===== src/pkg/conv_ctrl_pkg.sv =====
// Constants and carrier types for the conversion sequencing and input selection control.
// Assumes a single 20 MHz core clock shared with the serial-interface logic and the filter.
`default_nettype none

package conv_ctrl_pkg;

    // ****************************************
    // Clock and pacing
    // ****************************************

    // Core clock rate in hertz.
    localparam int unsigned CLK_HZ = 20_000_000;
    // Data rates in samples per second, indexed by the rate field; the top code repeats.
    localparam int unsigned RATE_SPS [8] = '{128, 250, 490, 920, 1600, 2400, 3300, 3300};
    // Width of the conversion period counter; the slowest rate needs 156250 cycles.
    localparam int unsigned CNT_W = 18;

    // ****************************************
    // Configuration and result layout
    // ****************************************

    // Configuration word as written and read back over the serial interface.
    typedef struct packed {
        logic start;        // Request one conversion (single-shot mode).
        logic mode_single;  // High for single-shot, low for continuous.
        logic [2:0] mux;    // Input combination code.
        logic [2:0] rate;   // Data rate code.
    } cfg_s;

    // Value after power-on or general-call reset.
    localparam cfg_s CFG_DEFAULT = '{start: 1'b0, mode_single: 1'b1, mux: 3'h0, rate: 3'h4};

    // Input-selection switch drive, one-hot per side.
    typedef struct packed {
        logic [3:0] pos;    // Channel 0..3 onto the positive converter input.
        logic [3:0] neg;    // Channel 0..3 onto the negative converter input.
        logic neg_gnd;      // Ground switch onto the negative converter input.
    } mux_sel_s;

    // Multiplexer codes; codes with bit 2 set are single-ended.
    localparam logic [2:0] MUX_CH0_CH1 = 3'h0;
    localparam logic [2:0] MUX_CH0_CH3 = 3'h1;
    localparam logic [2:0] MUX_CH1_CH3 = 3'h2;
    localparam logic [2:0] MUX_CH2_CH3 = 3'h3;
    localparam int unsigned MUX_SE_BIT = 2;

    // Result codes: left-aligned 12-bit two's complement in a 16-bit word.
    localparam logic signed [15:0] CODE_POS_FS = 16'sh7ff0;
    localparam logic signed [15:0] CODE_NEG_FS = 16'sh8000;
    localparam logic [15:0] RESULT_RESET = 16'h0000;
    localparam int unsigned RESULT_PAD = 4;

    // Period in core cycles for one rate code.
    function automatic int unsigned conv_cycles(input int unsigned code);
        return CLK_HZ / RATE_SPS[code];
    endfunction : conv_cycles

endpackage : conv_ctrl_pkg

`default_nettype wire


===== src/conv_ctrl.sv =====
// Conversion sequencing, result holding and input-multiplexer drive for a 12-bit converter.
// Assumes the serial-interface logic, the general-call decoder and the digital filter all
// run on core_clk, so their strobes and data need no synchroniser.
//
// What this block does
// - Single-shot request yields exactly one conversion
// - After single-shot, enter shutdown until requested
// - Continuous mode restarts conversion immediately on completion
// - Continuous results paced by programmed data rate
// - Result holds last completed conversion, cleared by reset
// - Select four single-ended or two differential inputs
// - Offer channel 0 and 1 against channel 3
// - Three-bit field picks each input combination
// - Single-ended grounds the negative converter input
// - Results carry 12-bit resolution
// - Single-ended results never use negative codes
// - Left-aligned codes clip at 7ff0 and 8000
// - General-call reset restores power-on defaults
`default_nettype none

module conv_ctrl
    import conv_ctrl_pkg::*;
#(
    // Conversion period in cycles per rate code; shorten for simulation.
    parameter int unsigned CONV_CYCLES [8] = '{conv_cycles(0), conv_cycles(1), conv_cycles(2),
        conv_cycles(3), conv_cycles(4), conv_cycles(5), conv_cycles(6), conv_cycles(7)}
) (
    input wire logic core_clk,
    input wire logic nrst,
    input wire logic cfg_wr,
    input wire conv_ctrl_pkg::cfg_s cfg_in,
    input wire logic gc_reset,
    input wire logic signed [15:0] filt_data,
    output conv_ctrl_pkg::cfg_s cfg_out,
    output logic [15:0] result,
    output logic conv_start,
    output logic conv_done,
    output logic powered_down,
    output conv_ctrl_pkg::mux_sel_s mux_sel
);
    import conv_ctrl_pkg::*;

    // ****************************************
    // Local types and helpers
    // ****************************************

    // Sequencer states.
    typedef enum logic [0:0] {
        ST_OFF = 1'b0,   // Low-power shutdown, no conversion running.
        ST_CONV = 1'b1   // Conversion period counting.
    } conv_state_e;

    // Decode a multiplexer code into switch drive.
    function automatic mux_sel_s mux_decode(input logic [2:0] code);
        mux_sel_s sel;
        sel = '0;
        unique case (code)
            MUX_CH0_CH1: begin
                sel.pos = 4'h1;
                sel.neg = 4'h2;
            end
            MUX_CH0_CH3: begin
                sel.pos = 4'h1;
                sel.neg = 4'h8;
            end
            MUX_CH1_CH3: begin
                sel.pos = 4'h2;
                sel.neg = 4'h8;
            end
            MUX_CH2_CH3: begin
                sel.pos = 4'h4;
                sel.neg = 4'h8;
            end
            default: begin
                // Single-ended codes: channel from the low two bits, negative side grounded.
                sel.pos = 4'h1 << code[1:0];
                sel.neg_gnd = 1'b1;
            end
        endcase
        return sel;
    endfunction : mux_decode

    // Load value for the period counter; the count runs down to zero.
    function automatic logic [CNT_W-1:0] period_load(input logic [2:0] code);
        return CNT_W'(CONV_CYCLES[code] - 1);
    endfunction : period_load

    // Turn the filter output into a clipped, left-aligned 12-bit code.
    function automatic logic [15:0] clip_code(input logic signed [15:0] raw, input logic se);
        logic signed [15:0] v;
        v = raw;
        if (se && v < 0) begin
            v = '0;
        end else if (v > CODE_POS_FS) begin
            v = CODE_POS_FS;
        end
        // The most negative 16-bit value already equals the negative full-scale code.
        return {v[15:RESULT_PAD], {RESULT_PAD{1'b0}}};
    endfunction : clip_code

    // ****************************************
    // Registers and next-state terms
    // ****************************************

    conv_state_e state_ff;          // Sequencer state.
    conv_state_e nxt_state;         // Next sequencer state.
    cfg_s cfg_ff;                   // Stored configuration.
    logic [CNT_W-1:0] cnt_ff;       // Cycles left in the running conversion.
    logic [2:0] conv_mux_ff;        // Input code of the running conversion.
    logic [2:0] conv_rate_ff;       // Rate code of the running conversion.
    logic [15:0] result_ff;         // Last completed result.
    logic conv_start_ff;            // One-cycle start pulse to the filter.
    logic conv_done_ff;             // One-cycle completion pulse.
    logic powered_down_ff;          // Shutdown indication.
    mux_sel_s mux_sel_ff;           // Switch drive.
    logic start_req;                // A write that launches a conversion from shutdown.
    logic conv_end;                 // Last cycle of a running conversion.
    logic restart;                  // Back-to-back launch in continuous mode.
    logic launch;                   // Any launch.
    logic [2:0] launch_mux;         // Input code for a launch.
    logic [2:0] launch_rate;        // Rate code for a launch.

    // Launch and completion decode.
    always_comb begin
        // A single-shot request, or a write selecting continuous mode, wakes the converter.
        start_req = cfg_wr && (cfg_in.start || !cfg_in.mode_single) && state_ff == ST_OFF;
        conv_end = state_ff == ST_CONV && cnt_ff == '0;
        restart = conv_end && !cfg_ff.mode_single;
        launch = start_req || restart;
        launch_mux = start_req ? cfg_in.mux : cfg_ff.mux;
        launch_rate = start_req ? cfg_in.rate : cfg_ff.rate;
    end

    // Next sequencer state.
    always_comb begin
        nxt_state = state_ff;
        unique case (state_ff)
            ST_OFF: begin
                if (start_req) begin
                    nxt_state = ST_CONV;
                end
            end
            ST_CONV: begin
                if (conv_end && cfg_ff.mode_single) begin
                    nxt_state = ST_OFF;
                end
            end
        endcase
    end

    // ****************************************
    // Sequencer
    // ****************************************

    // State; a general-call reset acts exactly like the power-on reset.
    always_ff @(posedge core_clk) begin
        if (!nrst || gc_reset) begin
            state_ff <= ST_OFF;
        end else begin
            state_ff <= nxt_state;
        end
    end

    // Configuration store. The start bit is not kept: it is a request, not a setting.
    // The input and rate codes of a write during a conversion only take effect at the next launch, so the running
    // conversion keeps a consistent input and period; a new mode_single applies at the running conversion's end.
    always_ff @(posedge core_clk) begin
        if (!nrst || gc_reset) begin
            cfg_ff <= CFG_DEFAULT;
        end else if (cfg_wr) begin
            cfg_ff <= '{start: 1'b0, mode_single: cfg_in.mode_single, mux: cfg_in.mux,
                        rate: cfg_in.rate};
        end
    end

    // Period counter, loaded from the rate code captured at each launch.
    always_ff @(posedge core_clk) begin
        if (!nrst || gc_reset) begin
            cnt_ff <= '0;
        end else if (launch) begin
            cnt_ff <= period_load(launch_rate);
        end else if (state_ff == ST_CONV && cnt_ff != '0) begin
            cnt_ff <= cnt_ff - 1'b1;
        end
    end

    // Per-conversion input and rate codes, plus the switch drive.
    always_ff @(posedge core_clk) begin
        if (!nrst || gc_reset) begin
            conv_mux_ff <= CFG_DEFAULT.mux;
            conv_rate_ff <= CFG_DEFAULT.rate;
            mux_sel_ff <= mux_decode(CFG_DEFAULT.mux);
        end else if (launch) begin
            conv_mux_ff <= launch_mux;
            conv_rate_ff <= launch_rate;
            mux_sel_ff <= mux_decode(launch_mux);
        end
    end

    // ****************************************
    // Result and status
    // ****************************************

    // Outside reset, the result changes only when a conversion completes, so any read sees a whole one.
    always_ff @(posedge core_clk) begin
        if (!nrst || gc_reset) begin
            result_ff <= RESULT_RESET;
        end else if (conv_end) begin
            result_ff <= clip_code(filt_data, conv_mux_ff[MUX_SE_BIT]);
        end
    end

    // Pulses and shutdown flag.
    always_ff @(posedge core_clk) begin
        if (!nrst || gc_reset) begin
            conv_start_ff <= 1'b0;
            conv_done_ff <= 1'b0;
            powered_down_ff <= 1'b1;
        end else begin
            conv_start_ff <= launch;
            conv_done_ff <= conv_end;
            powered_down_ff <= nxt_state == ST_OFF;
        end
    end

    assign cfg_out = cfg_ff;
    assign result = result_ff;
    assign conv_start = conv_start_ff;
    assign conv_done = conv_done_ff;
    assign powered_down = powered_down_ff;
    assign mux_sel = mux_sel_ff;

    // Cycles since the last start pulse; read only by the checks.
    logic [CNT_W:0] elapsed_ff;
    always_ff @(posedge core_clk) begin
        if (!nrst || gc_reset) begin
            elapsed_ff <= '0;
        end else if (conv_start_ff) begin
            elapsed_ff <= (CNT_W + 1)'(1);
        end else if (elapsed_ff != '1) begin
            elapsed_ff <= elapsed_ff + 1'b1;
        end
    end
endmodule : conv_ctrl

`default_nettype wire


===== config.mk =====
export PLATFORM = sky130hd
export DESIGN_NAME = conv_ctrl
export DESIGN_NICKNAME = d
export VERILOG_FILES = /design/src/pkg/conv_ctrl_pkg.sv /design/src/conv_ctrl.sv
export SDC_FILE = /design/constraint.sdc
export NUM_CORES = 1
export LEC_CHECK = 0
export BUFFER_PORTS_ARGS = -buffer_cell sky130_fd_sc_hd__buf_2
export CAP_MARGIN = 10
export CORE_ASPECT_RATIO = 0.9
export CORE_UTILIZATION = 54
export CTS_BUF_LIST = sky130_fd_sc_hd__clkbuf_16
export CTS_CLUSTER_SIZE = 28
export DETAILED_ROUTE_END_ITERATION = 12
export PLACE_DENSITY = 0.91
export SETUP_SLACK_MARGIN = 0.5
export SLEW_MARGIN = 0
export SYNTH_ARGS = -nofsm -noshare
export SYNTH_HDL_FRONTEND = slang
export SYNTH_SLANG_ARGS = --single-unit

===== constraint.sdc =====
create_clock -name core_clk -period 4.2 [get_ports core_clk]
set_input_delay 0.21 -clock core_clk [delete_from_list [all_inputs] [get_ports core_clk]]
set_output_delay 0.21 -clock core_clk [all_outputs]
set_load 0.02 [all_outputs]

==> results.md, run 1 <==
* Unique cell type count in the Yosys netlist at 60
* Largest net degree at the start of global routing at 33
* Resized Gates After CTS at 0
* DR vias at 2,801
* Outcome: completed
* Delay-heaviest family, CP: simple AND/OR/NAND/NOR gates
* Final Hold Viols at 0
* Switching share of power at 0.315
* Slowest stage delay, CP at 530 ps
* Syn_area_per_cell at about 8.1 um2
* Sequential fraction of design power at 0.390
* Post-detailed-route count of antenna-violating nets at 0
* # diodes at 0
* Input/output buffers at 52
* Asr flop ratio synth at 0
* Dominant cells by area after synthesis: dfxtp_1, a21oi_1, mux2i_1
* Slew HR at 0.313
* First-pass detailed-route iteration total at 5
* Routed WL at 6970 um
* Crit path buffers/inverters at 1
* Final period utilization at 0.857
* DR iter-0 viols at 361
* Global Route Usage Sum at 0.271
* Fin area at 3200 um2
* # Post-CTS Setup Buffers at 0
* Initial antenna violation count at 0
* Dpl cell area at 3020 um2
* Syn-to-layout area delta at 15.9%
* Max Buffers Root-to-Sink at 2
* Hold buffer count at cts at 0
* Max Freq at around 0.28 GHz
* Logic gate share of total power at 0.241
* Via/cell ratio at 6.18
* Final setup TNS at 0 ps
* Largest area contributor in the netlist: dfxtp_1
* Total gr overflow at 0
* DRC viols at 0
* WP data required at between 4000 and 5000 ps
* Critical path's slowest cell: or4b_1
* H-Tree Level Count at 2
* Crit Path Max Fanout at 24
* I/O pin count at 64
* Die ar. at between 5000 and 6000 um2
* Count leader, synth: dfxtp_1
* Layout cells sized above 1 at 0.209
* Dpl hpwl at around 4800 um
* Reg clk slew, reported paths at ~70 ps
* Synth top area share at 0.348
* First-pass GRT wire length at roughly 12,000 um
* Register area share after synthesis at 0.348
* Static Leakage at 0.00130 uW
* NetSw at 399 uW
* Cell count of the worst hold path at 3
* Max cap viols at 0
* Yosys Warn Count at 0
* Fin crit period at 3600 ps
* Die W at between 70 and 80 um
* FF-to-FF path depth at 13
* Initial Utilization at 0.564
* Die height at 69.8 um
* GP Congestion at 0.948
* CTS Buf Count at 5
* EDFF count, synth at 0
* # rows at 24
* Hold Path End: result[14]
* Prevailing post-synth register cell: dfxtp_1
* Wire per inst at about 15 um
* R2R Path Start: state_ff
* Clk_lat worst skew at roughly 290 ps
* Pint at between 800 and 900 uW
* Nets at 420
* Startpoint types: register
* Root Buffer: clkbuf_16
* Worst hold path type: input port to register
* IR drop worst, VDD at 0.000221 V
* Reg2reg end: cnt_ff[14]
* Measured slew at the worst slew-check pin at around 1000 ps
* CP Cell Sequence: or4b_1 > or3_4 > o31ai_4 > buf_4 > and3_1 > a21oi_1 > ha_1 > nand2b_1 > nor3_1 > nand2_1 > nor2_1 > o31a_1 > o21a_1
* Vias in the first global route at between 2k and 3k
* Final setup viols at 0
* Clock Power Share at 0.369
* Hold wc startpoint: filt_data[14]
* Max Clock Skew at 3.81 ps
* CTS tree: done
* Minimum setup slack among reg-to-reg paths at 600 ps
* RSZ-0062 raised after global routing: yes
* Arrival time worst endpoint at 3790 ps
* Synth Register Bits at 48
* Pwr per Cell Area at 395 nW/um2
* Clk sink count at 48
* Mapped Cells at 342
* Top cells by count, synth: dfxtp_1, nand2_1, a21oi_1, nor2_1, nand3_1
* Crit end category: register
* Core area at 4890 um2
* CP Class: register to register
* Number of max-slew violations in the final report at 0
* Post-synthesis cell area at 2760 um2
state kept, by name (all words and copies together) (netlist names):
name	cells
result	12
conv_start	1
state_ff	1
powered_down	1
cfg_out	7
conv_mux_ff	1
cnt_ff	18
conv_done	1
mux_sel	6
placed cells by master, fill, tap and decap left out, drive strengths merged, types with 3 or more instances in the layout:
cell,instances
nor4,7
dfxtp,48
a311oi,3
o211ai,5
xnor2,3
nand4,3
o21ai,17
conb,7
a21oi,35
a211oi,3
o31ai,5
or4,5
ha,5
nand2,35
nor2b,3
mux2i,14
nor3,14
nand3b,3
o31a,3
nand3,21
inv,5
clkbuf,5
or3,5
buf,59
nor2,33
a31oi,6
nand2b,7
layer usage:
| metal | vias up | track usage | share of wire |
|---|---|---|---|
| met5 | - | 0 | 0 |
| met4 | 0 | 0.0901 | 0.023 |
| met3 | 23 | 0.0632 | 0.10 |
| met2 | 163 | 0.425 | 0.46 |
| met1 | 1283 | 0.365 | 0.42 |
| li1 | 1332 | - | - |
cell families (layout without fill, tap and decap cells):
logic type / count (synthesis) / in the layout / synth area share
buf+inv: 31 / 71 / 0.0616
xor+xnor: 3 / 3 / 0.00952
compound gates: 89 / 89 / 0.207
fa+ha+maj: 5 / 5 / 0.0227
other cells: 1 / 7 / 0.00136
simple gates: 149 / 149 / 0.291
flops: 48 / 48 / 0.348
mux: 16 / 16 / 0.0589
worst max-delay path by stage:
stage | start | end | cells past startpoint
final | state_ff | cnt_ff[14] | 13
after global routing | state_ff | cnt_ff[14] | 13
after CTS | state_ff | cnt_ff[12] | 12
after detailed placement | cfg_wr | cnt_ff[12] | 15
after global placement | state_ff | cnt_ff[14] | 13
after floorplan | cnt_ff[10] | cnt_ff[12] | 15
layout make-up:
class / instances / area (um2)
Fill cell: 396 / 1700
Tap cell: 65 / 81.3
Clock inverter: 3 / 46.3
Sequential cell: 48 / 961
Timing Repair Buffer: 59 / 313
Clock buffer: 5 / 125
Multi-Input combinational cell: 269 / 1660
Inverter: 4 / 15.0
worst min-delay path: cells and delay by family:
kind | cells | cell delay (ps)
AOI/OAI and AO/OA | 1 | 50
buffers and inverters | 1 | 100
and+or+nand+nor | 1 | 50
power groups by stage:
| stage | clock, uW | sequential [uW] | combinational [uW] |
|---|---|---|---|
| 4_1_cts | 471 | 492 | 297 |
| 6_report | 467 | 493 | 305 |
| 2_1_floorplan | 0 | 505 | 223 |
| 5_1_grt | 490 | 495 | 331 |
| 3_3_place_gp | 0 | 501 | 287 |
| 3_5_place_dp | 0 | 502 | 294 |
per-stage QoR:
step	hold WS (ps)	total power [uW]	cells	setup slack, ps	utilization
final	166	1260	453	602	0.653
after CTS	162	1260	453	712	0.652
after detailed placement	440	796	445	708	0.617
after global routing	166	1320	453	499	0.653
after global placement	435	787	445	769	0.617
after floorplan	338	727	348	924	-
No activity file was read; power rests on OpenSTA's default activity.
==> run 2: changes to the inputs <==
- BUFFER_PORTS_ARGS: -buffer_cell sky130_fd_sc_hd__buf_2 -> not set
- CORE_UTILIZATION: 54 -> 55
- DONT_BUFFER_PORTS: not set -> 1
- PLACE_DENSITY: 0.91 -> 0.81
- SKIP_LAST_GASP: not set -> 1
==> results.md, run 2 (synthesis gave the netlist of run 1 again) <==
* Pwr per Cell Area at 422 nW/um2 (was 395 nW/um2)
* Clk sink count at 48 (unchanged)
* Die W at 76.7 um (was 77.4 um)
* Die ar. at 5310 um2 (was 5400 um2)
* Routed WL at 6750 um (was 6970 um)
* DRC viols at 0 (unchanged)
* Post-layout util at 0.611 (was 0.653)
* CTS tree: done (unchanged)
* Wire per inst at 16.8 um (was 15.4 um)
* Max Clock Skew at 5.15 ps (was 3.81 ps)
* Placed Instances at 392 (was 445)
* Global Route Usage Sum at 0.257 (was 0.271)
* Max Freq at 0.288 GHz (was 0.278 GHz)
* Most common cell after layout, fill and taps aside: dfxtp_1 (was buf_2)
* Die height at 69.2 um (was 69.8 um)
* Post-detailed-route count of antenna-violating nets at 0 (unchanged)
* Nets at 369 (was 420)
* Dpl hpwl at 4610 um (was 4800 um)
* WP data required at 4390 ps (about the same)
* Max cap viols at 0 (unchanged)
* I/O pin count at 64 (unchanged)
* Syn-to-layout area delta at 7.03% (was 15.9%)
* Final setup TNS at 0 ps (unchanged)
* CTS Buf Count at 5 (unchanged)
* H-Tree Level Count at 2 (unchanged)
* First-pass detailed-route iteration total at 5 (unchanged)
* Final Hold Viols at 0 (unchanged)
* # rows at 24 (unchanged)
* Layout cells sized above 1 at 0.0979 (was 0.209)
* GP Congestion at 0.917 (was 0.948)
* Vias in the first global route at 2,388 (was 2,521)
* Core area at 4830 um2 (was 4890 um2)
* DR vias at 2,567 (was 2,801)
* Initial antenna violation count at 0 (unchanged)
* Total Power at 1250 uW (was 1260 uW)
* Root Buffer: clkbuf_16 (unchanged)
* Static Leakage at 0.00107 uW (was 0.00130 uW)
* Top reg by flops: cnt_ff (unchanged)
* Dpl ws at 525 ps (was 708 ps)
* # diodes at 0 (unchanged)
* Input/output buffers at 0 (was 52)
* Worst hold path type: input port to register (unchanged)
* CP Class: register to register (unchanged)
* Final std cells w/o fill at 402 (was 453)
* Startpoint types: register (unchanged)
* Met1 Track Usage GR at 0.337 (was 0.365)
* Number of max-slew violations in the final report at 0 (unchanged)
* Largest net degree at the start of global routing at 39 (was 33)
* Final period utilization at 0.828 (was 0.857)
* First-pass GRT wire length at 11,000 um (was 11,800 um)
* RSZ-0062 raised after global routing: no (was yes)
* Max Buffers Root-to-Sink at 2 (unchanged)
* Outcome: completed (unchanged)
* Hold buffer count at cts at 0 (unchanged)
* M3 GR Usage at 0.0579 (was 0.0632)
* IR drop worst, VDD at 0.000402 V (was 0.000221 V)
* Final setup viols at 0 (unchanged)
* Via/cell ratio at 6.39 (was 6.18)
* Arrival time worst endpoint at 3660 ps (was 3790 ps)
* Most frequent cells in the layout: dfxtp_1, nand2_1, a21oi_1 (was buf_2, dfxtp_1, nand2_1)
* GR peak layer: met2 (unchanged)
* Total gr overflow at 0 (unchanged)
* Initial Utilization at 0.571 (was 0.564)
* Measured slew at the worst slew-check pin at 1090 ps (was 1030 ps)
* DR iter-0 viols at 246 (was 361)
* Max reg flops at 18 (unchanged)
* Fin crit period at 3480 ps (was 3600 ps)
* Slew HR at 0.273 (was 0.313)
* Reg clk slew, reported paths at 70 ps (about the same)
* Crit end category: register (unchanged)
* Clk_lat worst skew at 290 ps (about the same)
* Met2 Use GR at 0.416 (was 0.425)
* Crit Path Max Fanout at 24 (unchanged)
* Final worst slack at 724 ps (was 602 ps)
## run 2: cell count changes in the layout (fill, tap and decap cells not counted), sizes merged
| cell | delta |
|---|---|
| buf | -51 |
## run 2: cell type report
type                    instances  area [um2]
clock inverters                 3        46.3
multi-input cells             269        1660
clock buffers                   5         125
flip-flops and latches         48         962
inverters                       4        15.0
fillers                       412        1880
well taps                      65        81.3
repair buffers                  8        60.1
## run 2: per-stage QoR
stage                     hold WS (ps)  area (um2)
after global placement             343        2750
final                             50.5        2950
after detailed placement           347        2750
after floorplan                    338        2780
after CTS                         50.7        2930
after global routing              57.3        2950
## run 2: timing repair
| item | CTS | global route |
|---|---|---|
| setup buffers | 0 | 2 |
| gates resized for setup | 0 | 5 |
| endpoints found under the setup margin | 0 | 5 |
## run 2: report_power, final
part	internal, uW	switching, uW
logic	101	179
registers	473	28.8
clock network	283	183
## run 2: layer usage
metal  vias to the layer above  share of wire  wire length (um)
met2                       130           0.46              3120
met1                      1204           0.43              2930
li1                       1222              -                 -
met4                         0          0.015               101
met3                        11          0.088               593
met5                         -              0                 0
## run 2: path summary, 6_finish.rpt
path,start,to,slack (ps),cells after the start
worst min-delay path,cfg_in[6],cfg_out[6],50,2
worst min register to register,cnt_ff[13],cnt_ff[13],470,2
worst max register to register,cnt_ff[8],cnt_ff[14],720,13
worst max-delay path,cnt_ff[8],cnt_ff[14],720,13
## run 2: worst max-delay path, stage by stage, from the launching register on
cell,delay (ps)
dfxtp_1,380
or4b_1,590
or3_4,440
o31ai_4,240
buf_4,300
and3_1,200
a21oi_1,40
ha_2,220
nand2b_1,210
nor3_2,80
nand2_1,160
nor2_1,70
o31a_1,240
o21a_1,170
